--- config.mk ---
export PLATFORM = sky130hd
export DESIGN_NAME = cdc_power_and_cal_control
export DESIGN_NICKNAME = d
export VERILOG_FILES = /design/src/shared/cdc_ctrl_pkg.sv /design/src/design/cdc_power_and_cal_control.sv
export VERILOG_INCLUDE_DIRS = /design/src /design/src/shared
export SDC_FILE = /design/constraint.sdc
export NUM_CORES = 1
export LEC_CHECK = 0
export BUFFER_PORTS_ARGS = -buffer_cell sky130_fd_sc_hd__buf_2
export CORE_AREA = 10 10 103 128
export DETAILED_ROUTE_END_ITERATION = 10
export DIE_AREA = 0 0 113 138
export PLACE_DENSITY_LB_ADDON = 0.05
export SYNTH_ARGS = -nofsm -noshare
export SYNTH_HDL_FRONTEND = slang
export SYNTH_SLANG_ARGS = --single-unit
--- constraint.sdc ---
create_clock -name I_CLOCK -period 4 [get_ports I_CLOCK]
set_input_delay 0.8 -clock I_CLOCK [delete_from_list [all_inputs] [get_ports I_CLOCK]]
set_output_delay 0.8 -clock I_CLOCK [all_outputs]
set_load 0.01 [all_outputs]
--- src/shared/cdc_ctrl_cfg.svh ---
// offsets, field positions, reset values and timing figures of the
// power-control and calibration-enable registers.
// assumes: included by bare name, after nothing else.
`ifndef CDC_CTRL_CFG_SVH
`define CDC_CTRL_CFG_SVH

// register indices, one 16-bit register per address
`define ADDR_W 10
`define ADDR_POWER_CONTROL 10'h000
`define ADDR_STAGE_CAL_EN 10'h001
`define ADDR_MAX 10'h3FF
`define REG_RESET 16'h0000

// power_control fields
`define PC_MODE_LSB 0
`define PC_DELAY_LSB 2
`define PC_STAGES_LSB 4
`define PC_DECIM_LSB 8
`define PC_SOFT_RESET_BIT 10
`define PC_IRQ_POL_BIT 11
`define PC_EXC_DIS_BIT 12
`define PC_RESERVED_BIT 13
`define PC_BIAS_LSB 14

// stage_calibration_enable fields
`define SC_STAGES 12
`define SC_FP_SKIP_LSB 12
`define SC_LP_SKIP_LSB 14
`define STAGE_MAX 4'hB

// timing: clock rate and intervals in their own units
`define CLK_KHZ 250000
`define FP_INTERVAL_MS 36
`define LP_DELAY_UNIT_MS 200

`endif

--- src/shared/cdc_ctrl_pkg.sv ---
// types shared by the power and calibration control block.
// assumes: compiled before the design module.
package cdc_ctrl_pkg;

  // two-bit operating mode field
  typedef enum logic [1:0] {
    MODE_FULL = 2'b00,
    MODE_OFF_A = 2'b01,
    MODE_LOW = 2'b10,
    MODE_OFF_B = 2'b11
  } power_mode_e;

  // conversion scheduler state
  typedef enum logic [1:0] {
    SEQ_OFF = 2'b00,
    SEQ_FULL = 2'b01,
    SEQ_LOW = 2'b10
  } seq_state_e;

endpackage : cdc_ctrl_pkg

--- src/design/cdc_power_and_cal_control.sv ---
// power-control and calibration-enable registers of a capacitance
// sensing controller, with decoded controls and the wake-up scheduler.
// assumes: the serial front end runs on I_CLOCK and delivers one-cycle
// address, write and read strobes; the converter lives outside.
//
// Notes on behaviour
// - mode 00: convert every 36 ms
// - modes 01 and 11: shutdown, no conversions
// - mode 10: low power, self wake-up
// - wake delay 200/400/600/800 ms by code
// - stages per sequence N+1, at most twelve
// - decimation 256, 128, 64, 64
// - soft reset clears all registers, self-clearing
// - irq polarity: 0 low, 1 high
// - excitation on when bit clear
// - bias plus 0, 20, 35, 50 percent
// - full power skip 3, 7, 15, 31
// - low power skip 0, 1, 2
// - all fields reset zero; addresses 0x000, 0x001
// - pointer advances after each read, except at 0x3FF
`include "cdc_ctrl_cfg.svh"

module cdc_power_and_cal_control #(
  parameter int unsigned FP_INTERVAL_CYC = `FP_INTERVAL_MS * `CLK_KHZ,
  parameter int unsigned LP_UNIT_CYC = `LP_DELAY_UNIT_MS * `CLK_KHZ
) (
  // clock and reset
  input wire logic I_CLOCK,
  input wire logic I_RST_N,
  // register access from the serial front end
  input wire logic i_addr_load,
  input wire logic [`ADDR_W-1:0] i_addr,
  input wire logic i_wr,
  input wire logic [15:0] i_wr_data,
  input wire logic i_rd,
  output logic [15:0] o_rd_data,
  output logic o_rd_valid,
  // decoded controls to the converter
  output cdc_ctrl_pkg::power_mode_e o_mode,
  output logic o_conv_start,
  output logic [3:0] o_stage_count,
  output logic [8:0] o_decim_ratio,
  output logic o_irq_polarity,
  output logic o_excitation_enable,
  output logic [5:0] o_bias_pct,
  output logic [`SC_STAGES-1:0] o_calib_enable,
  output logic [4:0] o_skip_samples
);
  import cdc_ctrl_pkg::*;

  ////////////////////////////////////////////////////////////////////////
  // decoders

  // sample skip for the active mode; low-power code 11 is undefined and
  // is taken as two, the most conservative documented figure
  function automatic logic [4:0] skip_of(input power_mode_e m,
                                         input logic [15:0] cal);
    if (m == MODE_LOW)
      skip_of = (cal[`SC_LP_SKIP_LSB +: 2] == 2'h3) ? 5'h02 :
                {3'h0, cal[`SC_LP_SKIP_LSB +: 2]};
    else
      skip_of = (5'h04 << cal[`SC_FP_SKIP_LSB +: 2]) - 5'h01;
  endfunction : skip_of

  function automatic logic [31:0] period_of(input power_mode_e m,
                                            input logic [1:0] dly);
    if (m == MODE_LOW)
      period_of = 32'(LP_UNIT_CYC) * 32'({30'h0, dly} + 32'h1);
    else
      period_of = 32'(FP_INTERVAL_CYC);
  endfunction : period_of

  ////////////////////////////////////////////////////////////////////////
  // registers and address pointer

  logic [15:0] power_control;
  logic [15:0] stage_cal;
  logic [`ADDR_W-1:0] ptr;
  logic [15:0] next_power_control;
  logic [15:0] next_stage_cal;
  logic [`ADDR_W-1:0] next_ptr;
  logic [15:0] next_rd_data;
  logic next_rd_valid;
  logic [15:0] sel_data;

  // access: load beats write beats read; both data strobes advance the
  // pointer, which sticks at the top so reads repeat the last register
  always_comb
  begin
    next_power_control = power_control;
    next_stage_cal = stage_cal;
    next_ptr = ptr;
    next_rd_data = o_rd_data;
    next_rd_valid = 1'b0;
    case (ptr)
      `ADDR_POWER_CONTROL: sel_data = power_control;
      `ADDR_STAGE_CAL_EN: sel_data = stage_cal;
      default: sel_data = 16'h0000;
    endcase
    if (i_addr_load)
    begin
      next_ptr = i_addr;
    end
    else if (i_wr)
    begin
      if (ptr == `ADDR_POWER_CONTROL)
      begin
        next_power_control = i_wr_data;
        next_power_control[`PC_RESERVED_BIT] = 1'b0;
        next_power_control[`PC_SOFT_RESET_BIT] = 1'b0;
      end
      if (ptr == `ADDR_STAGE_CAL_EN)
        next_stage_cal = i_wr_data;
      if (ptr != `ADDR_MAX)
        next_ptr = ptr + `ADDR_W'(1);
      // soft reset wipes both registers, including this write's data
      if (ptr == `ADDR_POWER_CONTROL && i_wr_data[`PC_SOFT_RESET_BIT])
      begin
        next_power_control = `REG_RESET;
        next_stage_cal = `REG_RESET;
      end
    end
    else if (i_rd)
    begin
      next_rd_data = sel_data;
      next_rd_valid = 1'b1;
      if (ptr != `ADDR_MAX)
        next_ptr = ptr + `ADDR_W'(1);
    end
  end

  // register state; everything comes up zero
  always_ff @(posedge I_CLOCK or negedge I_RST_N)
  begin
    if (!I_RST_N)
    begin
      power_control <= `REG_RESET;
      stage_cal <= `REG_RESET;
      ptr <= `ADDR_W'(0);
      o_rd_data <= 16'h0000;
      o_rd_valid <= 1'b0;
    end
    else
    begin
      power_control <= next_power_control;
      stage_cal <= next_stage_cal;
      ptr <= next_ptr;
      o_rd_data <= next_rd_data;
      o_rd_valid <= next_rd_valid;
    end
  end

  ////////////////////////////////////////////////////////////////////////
  // conversion scheduler

  seq_state_e state;
  seq_state_e next_state;
  logic [31:0] tick;
  logic [31:0] next_tick;
  logic next_conv_start;
  power_mode_e mode_w;

  // a mode or delay change restarts the interval so the first wake-up
  // after a change never comes early
  always_comb
  begin
    mode_w = power_mode_e'(power_control[`PC_MODE_LSB +: 2]);
    next_tick = tick + 32'h1;
    next_conv_start = 1'b0;
    case (mode_w)
      MODE_FULL: next_state = SEQ_FULL;
      MODE_LOW: next_state = SEQ_LOW;
      default: next_state = SEQ_OFF;
    endcase
    case (state)
      SEQ_FULL, SEQ_LOW:
      begin
        if (next_state != state || next_power_control != power_control)
          next_tick = 32'h0;
        else if (tick >= period_of(mode_w,
                 power_control[`PC_DELAY_LSB +: 2]) - 32'h1)
        begin
          next_tick = 32'h0;
          next_conv_start = 1'b1;
        end
      end
      SEQ_OFF: next_tick = 32'h0;
      default: next_tick = 32'h0;
    endcase
  end

  always_ff @(posedge I_CLOCK or negedge I_RST_N)
  begin
    if (!I_RST_N)
    begin
      state <= SEQ_OFF;
      tick <= 32'h0;
      o_conv_start <= 1'b0;
    end
    else
    begin
      state <= next_state;
      tick <= next_tick;
      o_conv_start <= next_conv_start;
    end
  end

  ////////////////////////////////////////////////////////////////////////
  // decoded controls, registered straight from the next register contents

  logic [3:0] stg;
  logic [1:0] dec;
  logic [1:0] bia;

  // fields of the value about to be stored, so outputs track the register
  assign stg = next_power_control[`PC_STAGES_LSB +: 4];
  assign dec = next_power_control[`PC_DECIM_LSB +: 2];
  assign bia = next_power_control[`PC_BIAS_LSB +: 2];

  always_ff @(posedge I_CLOCK or negedge I_RST_N)
  begin
    if (!I_RST_N)
    begin
      o_mode <= MODE_FULL;
      o_stage_count <= 4'h1;
      o_decim_ratio <= 9'h100;
      o_irq_polarity <= 1'b0;
      o_excitation_enable <= 1'b1;
      o_bias_pct <= 6'h00;
      o_calib_enable <= `SC_STAGES'(0);
      o_skip_samples <= 5'h03;
    end
    else
    begin
      o_mode <= power_mode_e'(next_power_control[`PC_MODE_LSB +: 2]);
      // codes above the maximum clamp to twelve stages
      o_stage_count <= (stg > `STAGE_MAX) ? 4'hC : stg + 4'h1;
      o_decim_ratio <= (dec == 2'h0) ? 9'h100 :
                       (dec == 2'h1) ? 9'h080 : 9'h040;
      o_irq_polarity <= next_power_control[`PC_IRQ_POL_BIT];
      o_excitation_enable <= ~next_power_control[`PC_EXC_DIS_BIT];
      o_bias_pct <= (bia == 2'h0) ? 6'h00 : (bia == 2'h1) ? 6'h14 :
                    (bia == 2'h2) ? 6'h23 : 6'h32;
      o_calib_enable <= next_stage_cal[`SC_STAGES-1:0];
      o_skip_samples <= skip_of(
        power_mode_e'(next_power_control[`PC_MODE_LSB +: 2]),
        next_stage_cal);
    end
  end
endmodule : cdc_power_and_cal_control

* After elaboration in Yosys (flattened, before gate mapping)
Cells that the tools add are included. Widths: inputs -> output; s select.
Word-level totals: output and inout bits 58, input bits 31, bits in registers 134
Cells by class: equality and inequality tests 12, magnitude comparators 2, multipliers 1, multiplexer cells 34, shift operators 1, reduce and logical (&&, ||, !) cells 9, $add $sub $neg 6, bitwise gates (word level) 3
Operators by type and width (number):
- $mux 32 | 5
- $mux 16 | 8
- $mux 10 | 4
- $add 32x1->32 const B | 1
- $ge 32x32->1 | 1
- $pmux 16 s2 | 1
- $sub 32x1->32 const B | 1
- $mux 29 | 1
- $mul 19x3->22 const A | 1
- $ne 16x16->1 | 1
- $mux 6 | 2
- $add 10x1->10 const B | 1
- $eq 10x1->1 const B | 1
- $eq 2x2->1 const B | 5
- $logic_not 10->1 | 1
- $mux 5 | 2
- $ne 10x10->1 const B | 1
- $mux 9 | 1
- $mux 8 | 1
- $eq 2x1->1 const B | 3
- $logic_not 2->1 | 3
- $mux 1 | 6
- $shl 3x2->5 const A | 1
- $sub 5x1->5 const B | 1
- other kinds (13) | 15

* Longest topological paths before layout
word-level depth 14, mapped depth 18

* Worst setup path after synthesis
Ideal clock, no wire load.
path kind register to register, start register power_control[2], end register tick[22], setup slack 0.601 ns, setup time 0.068 ns, data required time 3.932 ns, buffers on the path 4, data arrival time 3.331 ns, stages on the path, launching flop included 18, period minus slack after synthesis 3.399 ns, path through dfrtp_1 buf_2 inv_1 ha_1 nand2b_1 or3_1 clkbuf_1 nor2_1 a21oi_1 ha_1 a211oi_1 o211ai_1 a211oi_1 o211ai_1 nand4b_2 buf_6 buf_12 nor2_4
On the way: longest elaborated chain between the ends 10, elaborated cells between the ends (all ways) 16, those cells by class 2 x add/sub; 1 x mul; 1 x order compare; 1 x eq/ne; 10 x mux; 1 x reduce/logical
RTL lines:
- from (decl) | line cdc_power_and_cal_control.sv:76 | logic [15:0] power_control;
- from (signal assigned) | line cdc_power_and_cal_control.sv:137 | power_control <= `REG_RESET;
- from (signal assigned) | line cdc_power_and_cal_control.sv:145 | power_control <= next_power_control;
- $add 2x1->3 | line cdc_power_and_cal_control.sv:68 | period_of = 32'(LP_UNIT_CYC) * 32'({30'h0, dly} + 32'h1);
- $mul 19x3->22 | line cdc_power_and_cal_control.sv:68
- $mux 29 | line cdc_power_and_cal_control.sv:67 | if (m == MODE_LOW)
- $mux 32 | line cdc_power_and_cal_control.sv:178 | if (next_state != state || next_power_control != power_control)
- $mux 32 | line cdc_power_and_cal_control.sv:175 | case (state)
- $sub 32x1->32 | line cdc_power_and_cal_control.sv:180 | else if (tick >= period_of(mode_w,
- $ge 32x32->1 | line cdc_power_and_cal_control.sv:180
- $mux 32 | line cdc_power_and_cal_control.sv:180
- $mux 32 (*) | line cdc_power_and_cal_control.sv:178
- $mux 32 (*) | line cdc_power_and_cal_control.sv:175
- net next_tick[22] | line cdc_power_and_cal_control.sv:159 | logic [31:0] next_tick;
- to (signal assigned) | line cdc_power_and_cal_control.sv:203 | tick <= next_tick;
- to (decl) | line cdc_power_and_cal_control.sv:158 | logic [31:0] tick;
The timed path passes the listed nets; every way through them passes the cells marked *. The select of a mux whose other input is x is not followed. A chain may end at the register's enable or synchronous reset.

* Worst setup path in the final report
start register power_control[2], end register tick[6]
The elaborated chain is that of the path after synthesis.

==> out/metrics.cfg <==
[logic_synthesis]
synth_largest_area_cell = sky130_fd_sc_hd__dfrtp_1
yosysMostFrequentCell = sky130_fd_sc_hd__dfrtp_1
synth_cell_types = 58
asyncSetResetFlopFracSynth = 1.00
synth_flop_cell = sky130_fd_sc_hd__dfrtp_1
synthCells = 624
synth.yosys.warnings = 0
post_synth_design_cell_area_mm2 = 0.00612
post_synth_most_frequent_cells = sky130_fd_sc_hd__dfrtp_1 (105), sky130_fd_sc_hd__nor2_1 (65), sky130_fd_sc_hd__nand2_1 (60), sky130_fd_sc_hd__ha_1 (38), sky130_fd_sc_hd__a21oi_1 (30)
synth_edf_count = 0
netlist_top_cells_area = sky130_fd_sc_hd__dfrtp_1 (43%), sky130_fd_sc_hd__ha_1 (7.8%), sky130_fd_sc_hd__nor2_1 (4.0%)
yosys_register_bits = 110
synthesis.area_per_instance_um2 = 9.80
synth.yosys.seq_area_share = 0.451
synthDominantCellAreaShare = 0.430

[clock_tree]
cts_tree = done
clock_tree.root_cell = sky130_fd_sc_hd__clkbuf_16
numClockSinks = 110
worstSkewPairLatency_ns = 0.35
htree_levels = 3
cts_post_setup_buffers_inserted = 0
worst_setup_hold_path_clk_slew_ns = 0.07
post_cts_hold_buffer_count = 0
cts_resized = 0
cts-buffers-inserted = 9
cts_max_path_buffers = 2

[floorplanning]
die_extent_in_x_um = 113
fp.dieH_um = 138
io-pin-count = 89
rows = 43
floorplan.initialDensity = 0.566
floorplan.core_area_mm2 = 0.0108
fp.dieArea_mm2 = 0.0156

[timing]
final_period_minus_worst_setup_slack_ns = 3.53
hold_slack_ns = 0.496
min_period_over_period = 0.883
grt_setup_unrepaired = false
report.final.setup_viol = 0
final_sum_of_negative_setup_slack_ns = 0
worst_pin_slew_ns = 0.999
maxSlewViolCount = 0
worst_clock_skew_ns = 0.00659
worst_slack_ns = 0.466
worst_slew_margin_rel = 0.334
hold_viol_final = 0
achievable-frequency_mhz = 283

[route]
routedWlPerCell_um = 17.9
detail_route.vias_per_cell = 5.66
drt_first_iter_violations = 279
drt_pass1_iterations = 5
vias = 4695
routed_wirelength_mm = 14.8
drc = 0
post_detailed_route_count_of_antenna_violating_nets = 0

[finish]
post-route-util = 0.629
seqCellArea_mm2 = 0.00276
finalNetCount = 758
filler_cell_count = 980
flow.area_growth_from_synthesis_pct = 11.3
area_of_the_multi_input_gates_mm2 = 0.00298
layout-drive-gt1-share = 0.202
number_of_antenna_cells_inserted = 0

[power]
p_per_area_mw_per_mm2 = 350
irDropWorstVdd_uv = 188
leakagePower_nw = 3.22

[outcome]
outcome = complete, no violations

[global_route]
grt_first_pass_wirelength_mm = 24.3
antenna_found_initial = 0
grt.overflow.total = 0
pin_count_of_the_biggest_net_entering_global_routing = 81
globalRouteTotalUtil = 0.187
vias_in_the_first_global_route = 4774

[critical_path]
cp_common_cell = sky130_fd_sc_hd__ha_1
worst-endpoint-required_ns = 4.22
setup.worst_path.end_class = flip-flop
worstSetupPathType = reg2reg
startpoint_type = flip-flop
cp.arrival_ns = 3.75
worst_path_max_delay_cell = sky130_fd_sc_hd__buf_4
critPathTopFamily = compound AO/OA/AOI/OAI gates
worstPathCellList = inv_1, ha_1, xnor2_1, ha_1, a211oi_1, xnor2_1, nand2_1, ha_1, o21ai_0, a211oi_1, o21ai_0, o211ai_1, nand4b_2, buf_4, nor2_1
timing.critical_path.fanout_max = 29
worst-path-buf-inv = 2
crit_path_max_incr_delay_ns = 0.41

[run]
drv.max_cap_violation_count = 0

[placement]
place_hpwl_mm = 11.4
place_worst_setup_slack_ns = 0.528
gp_congestion = 0.927
numPortBuffers = 81

[worst_hold_path]
worst_hold_path_type = reg2reg

cells by family (layout without fill, tap and decap cells):
kind of cell	Yosys count	in the layout	share of synthesized area
and+or+nand+nor	231	231	0.204
AOI/OAI and AO/OA	123	123	0.136
DFF	110	110	0.451
buffers and inverters	77	138	0.0673
xor gates and xnor gates	39	39	0.0559
adders and majority gates	38	38	0.0777
muxes	5	5	0.00818
other	1	10	0.000613
metal layers:
| layer | wire length [um] | global-route usage |
|---|---|---|
| met4 | 435 | 0.0843 |
| met1 | 6050 | 0.221 |
| met5 | 0 | 0 |
| met3 | 781 | 0.0390 |
| met2 | 7530 | 0.317 |
where the power goes:
group          internal, mW  switching, mW
sequential             1.17         0.0503
clock                 0.435          0.427
combinational         0.116          0.177
final cells by class:
cell class | instances | share of cell area
tap | 135 | 0.0248
clock inverter | 6 | 0.00828
multi-input combinational | 446 | 0.439
sequential | 110 | 0.405
timing repair buffer | 93 | 0.0732
clock buffer | 10 | 0.0337
inverter | 29 | 0.0160
cell usage in the layout (no fill, tap or decap), types with 4 or more instances in the layout:
cell / n
sky130_fd_sc_hd__nand2b_1: 19
sky130_fd_sc_hd__conb_1: 10
sky130_fd_sc_hd__nor2b_1: 8
sky130_fd_sc_hd__nor2_1: 65
sky130_fd_sc_hd__a21oi_1: 30
sky130_fd_sc_hd__nand3_1: 13
sky130_fd_sc_hd__xor2_1: 24
sky130_fd_sc_hd__and2_1: 6
sky130_fd_sc_hd__o22ai_1: 4
sky130_fd_sc_hd__and3_1: 9
sky130_fd_sc_hd__o31ai_1: 5
sky130_fd_sc_hd__mux2i_1: 5
sky130_fd_sc_hd__ha_1: 38
sky130_fd_sc_hd__dfstp_2: 5
sky130_fd_sc_hd__o21ai_0: 24
sky130_fd_sc_hd__nor2_4: 8
sky130_fd_sc_hd__buf_4: 13
sky130_fd_sc_hd__nand4_1: 13
sky130_fd_sc_hd__dfrtp_1: 105
sky130_fd_sc_hd__a211oi_1: 4
sky130_fd_sc_hd__and4_1: 6
sky130_fd_sc_hd__inv_1: 29
sky130_fd_sc_hd__a22oi_1: 20
sky130_fd_sc_hd__nor3_1: 7
sky130_fd_sc_hd__nand2_1: 60
sky130_fd_sc_hd__a22o_1: 14
sky130_fd_sc_hd__clkbuf_16: 9
sky130_fd_sc_hd__xnor2_1: 15
sky130_fd_sc_hd__buf_2: 80
registers in the layout (all words and copies together) (netlist names), 2 cells and up:
name and count:
tick 32, o_bias_pct 4, o_stage_count 4, ptr 10, power_control 14, o_calib_enable 11
o_skip_samples 5, o_decim_ratio 3, state 2, o_rd_data 16, stage_cal 5
worst paths after layout:
path	start	end	slack, ns	cells after the start
max	power_control[2]$_DFF_PN0_	tick[6]$_DFF_PN0_	0.47	15
min	tick[0]$_DFF_PN0_	tick[0]$_DFF_PN0_	0.50	1
max reg2reg	power_control[2]$_DFF_PN0_	tick[6]$_DFF_PN0_	0.47	15
min reg2reg	tick[0]$_DFF_PN0_	tick[0]$_DFF_PN0_	0.50	1
max in group asynchronous	I_RST_N	tick[25]$_DFF_PN0_	2.51	2
min in group asynchronous	I_RST_N	ptr[8]$_DFFE_PN0P_	0.61	1
metrics by stage:
stage / std cells / power (mW) / area, um2
detailed placement: 813 / 1.54 / 6520
CTS: 829 / 2.41 / 6800
global placement: 813 / 1.53 / 6520
floorplan: 633 / 1.42 / 6150
global route: 829 / 2.48 / 6800
finish: 829 / 2.38 / 6800
Note: power is estimated with default switching activity, not from simulation.
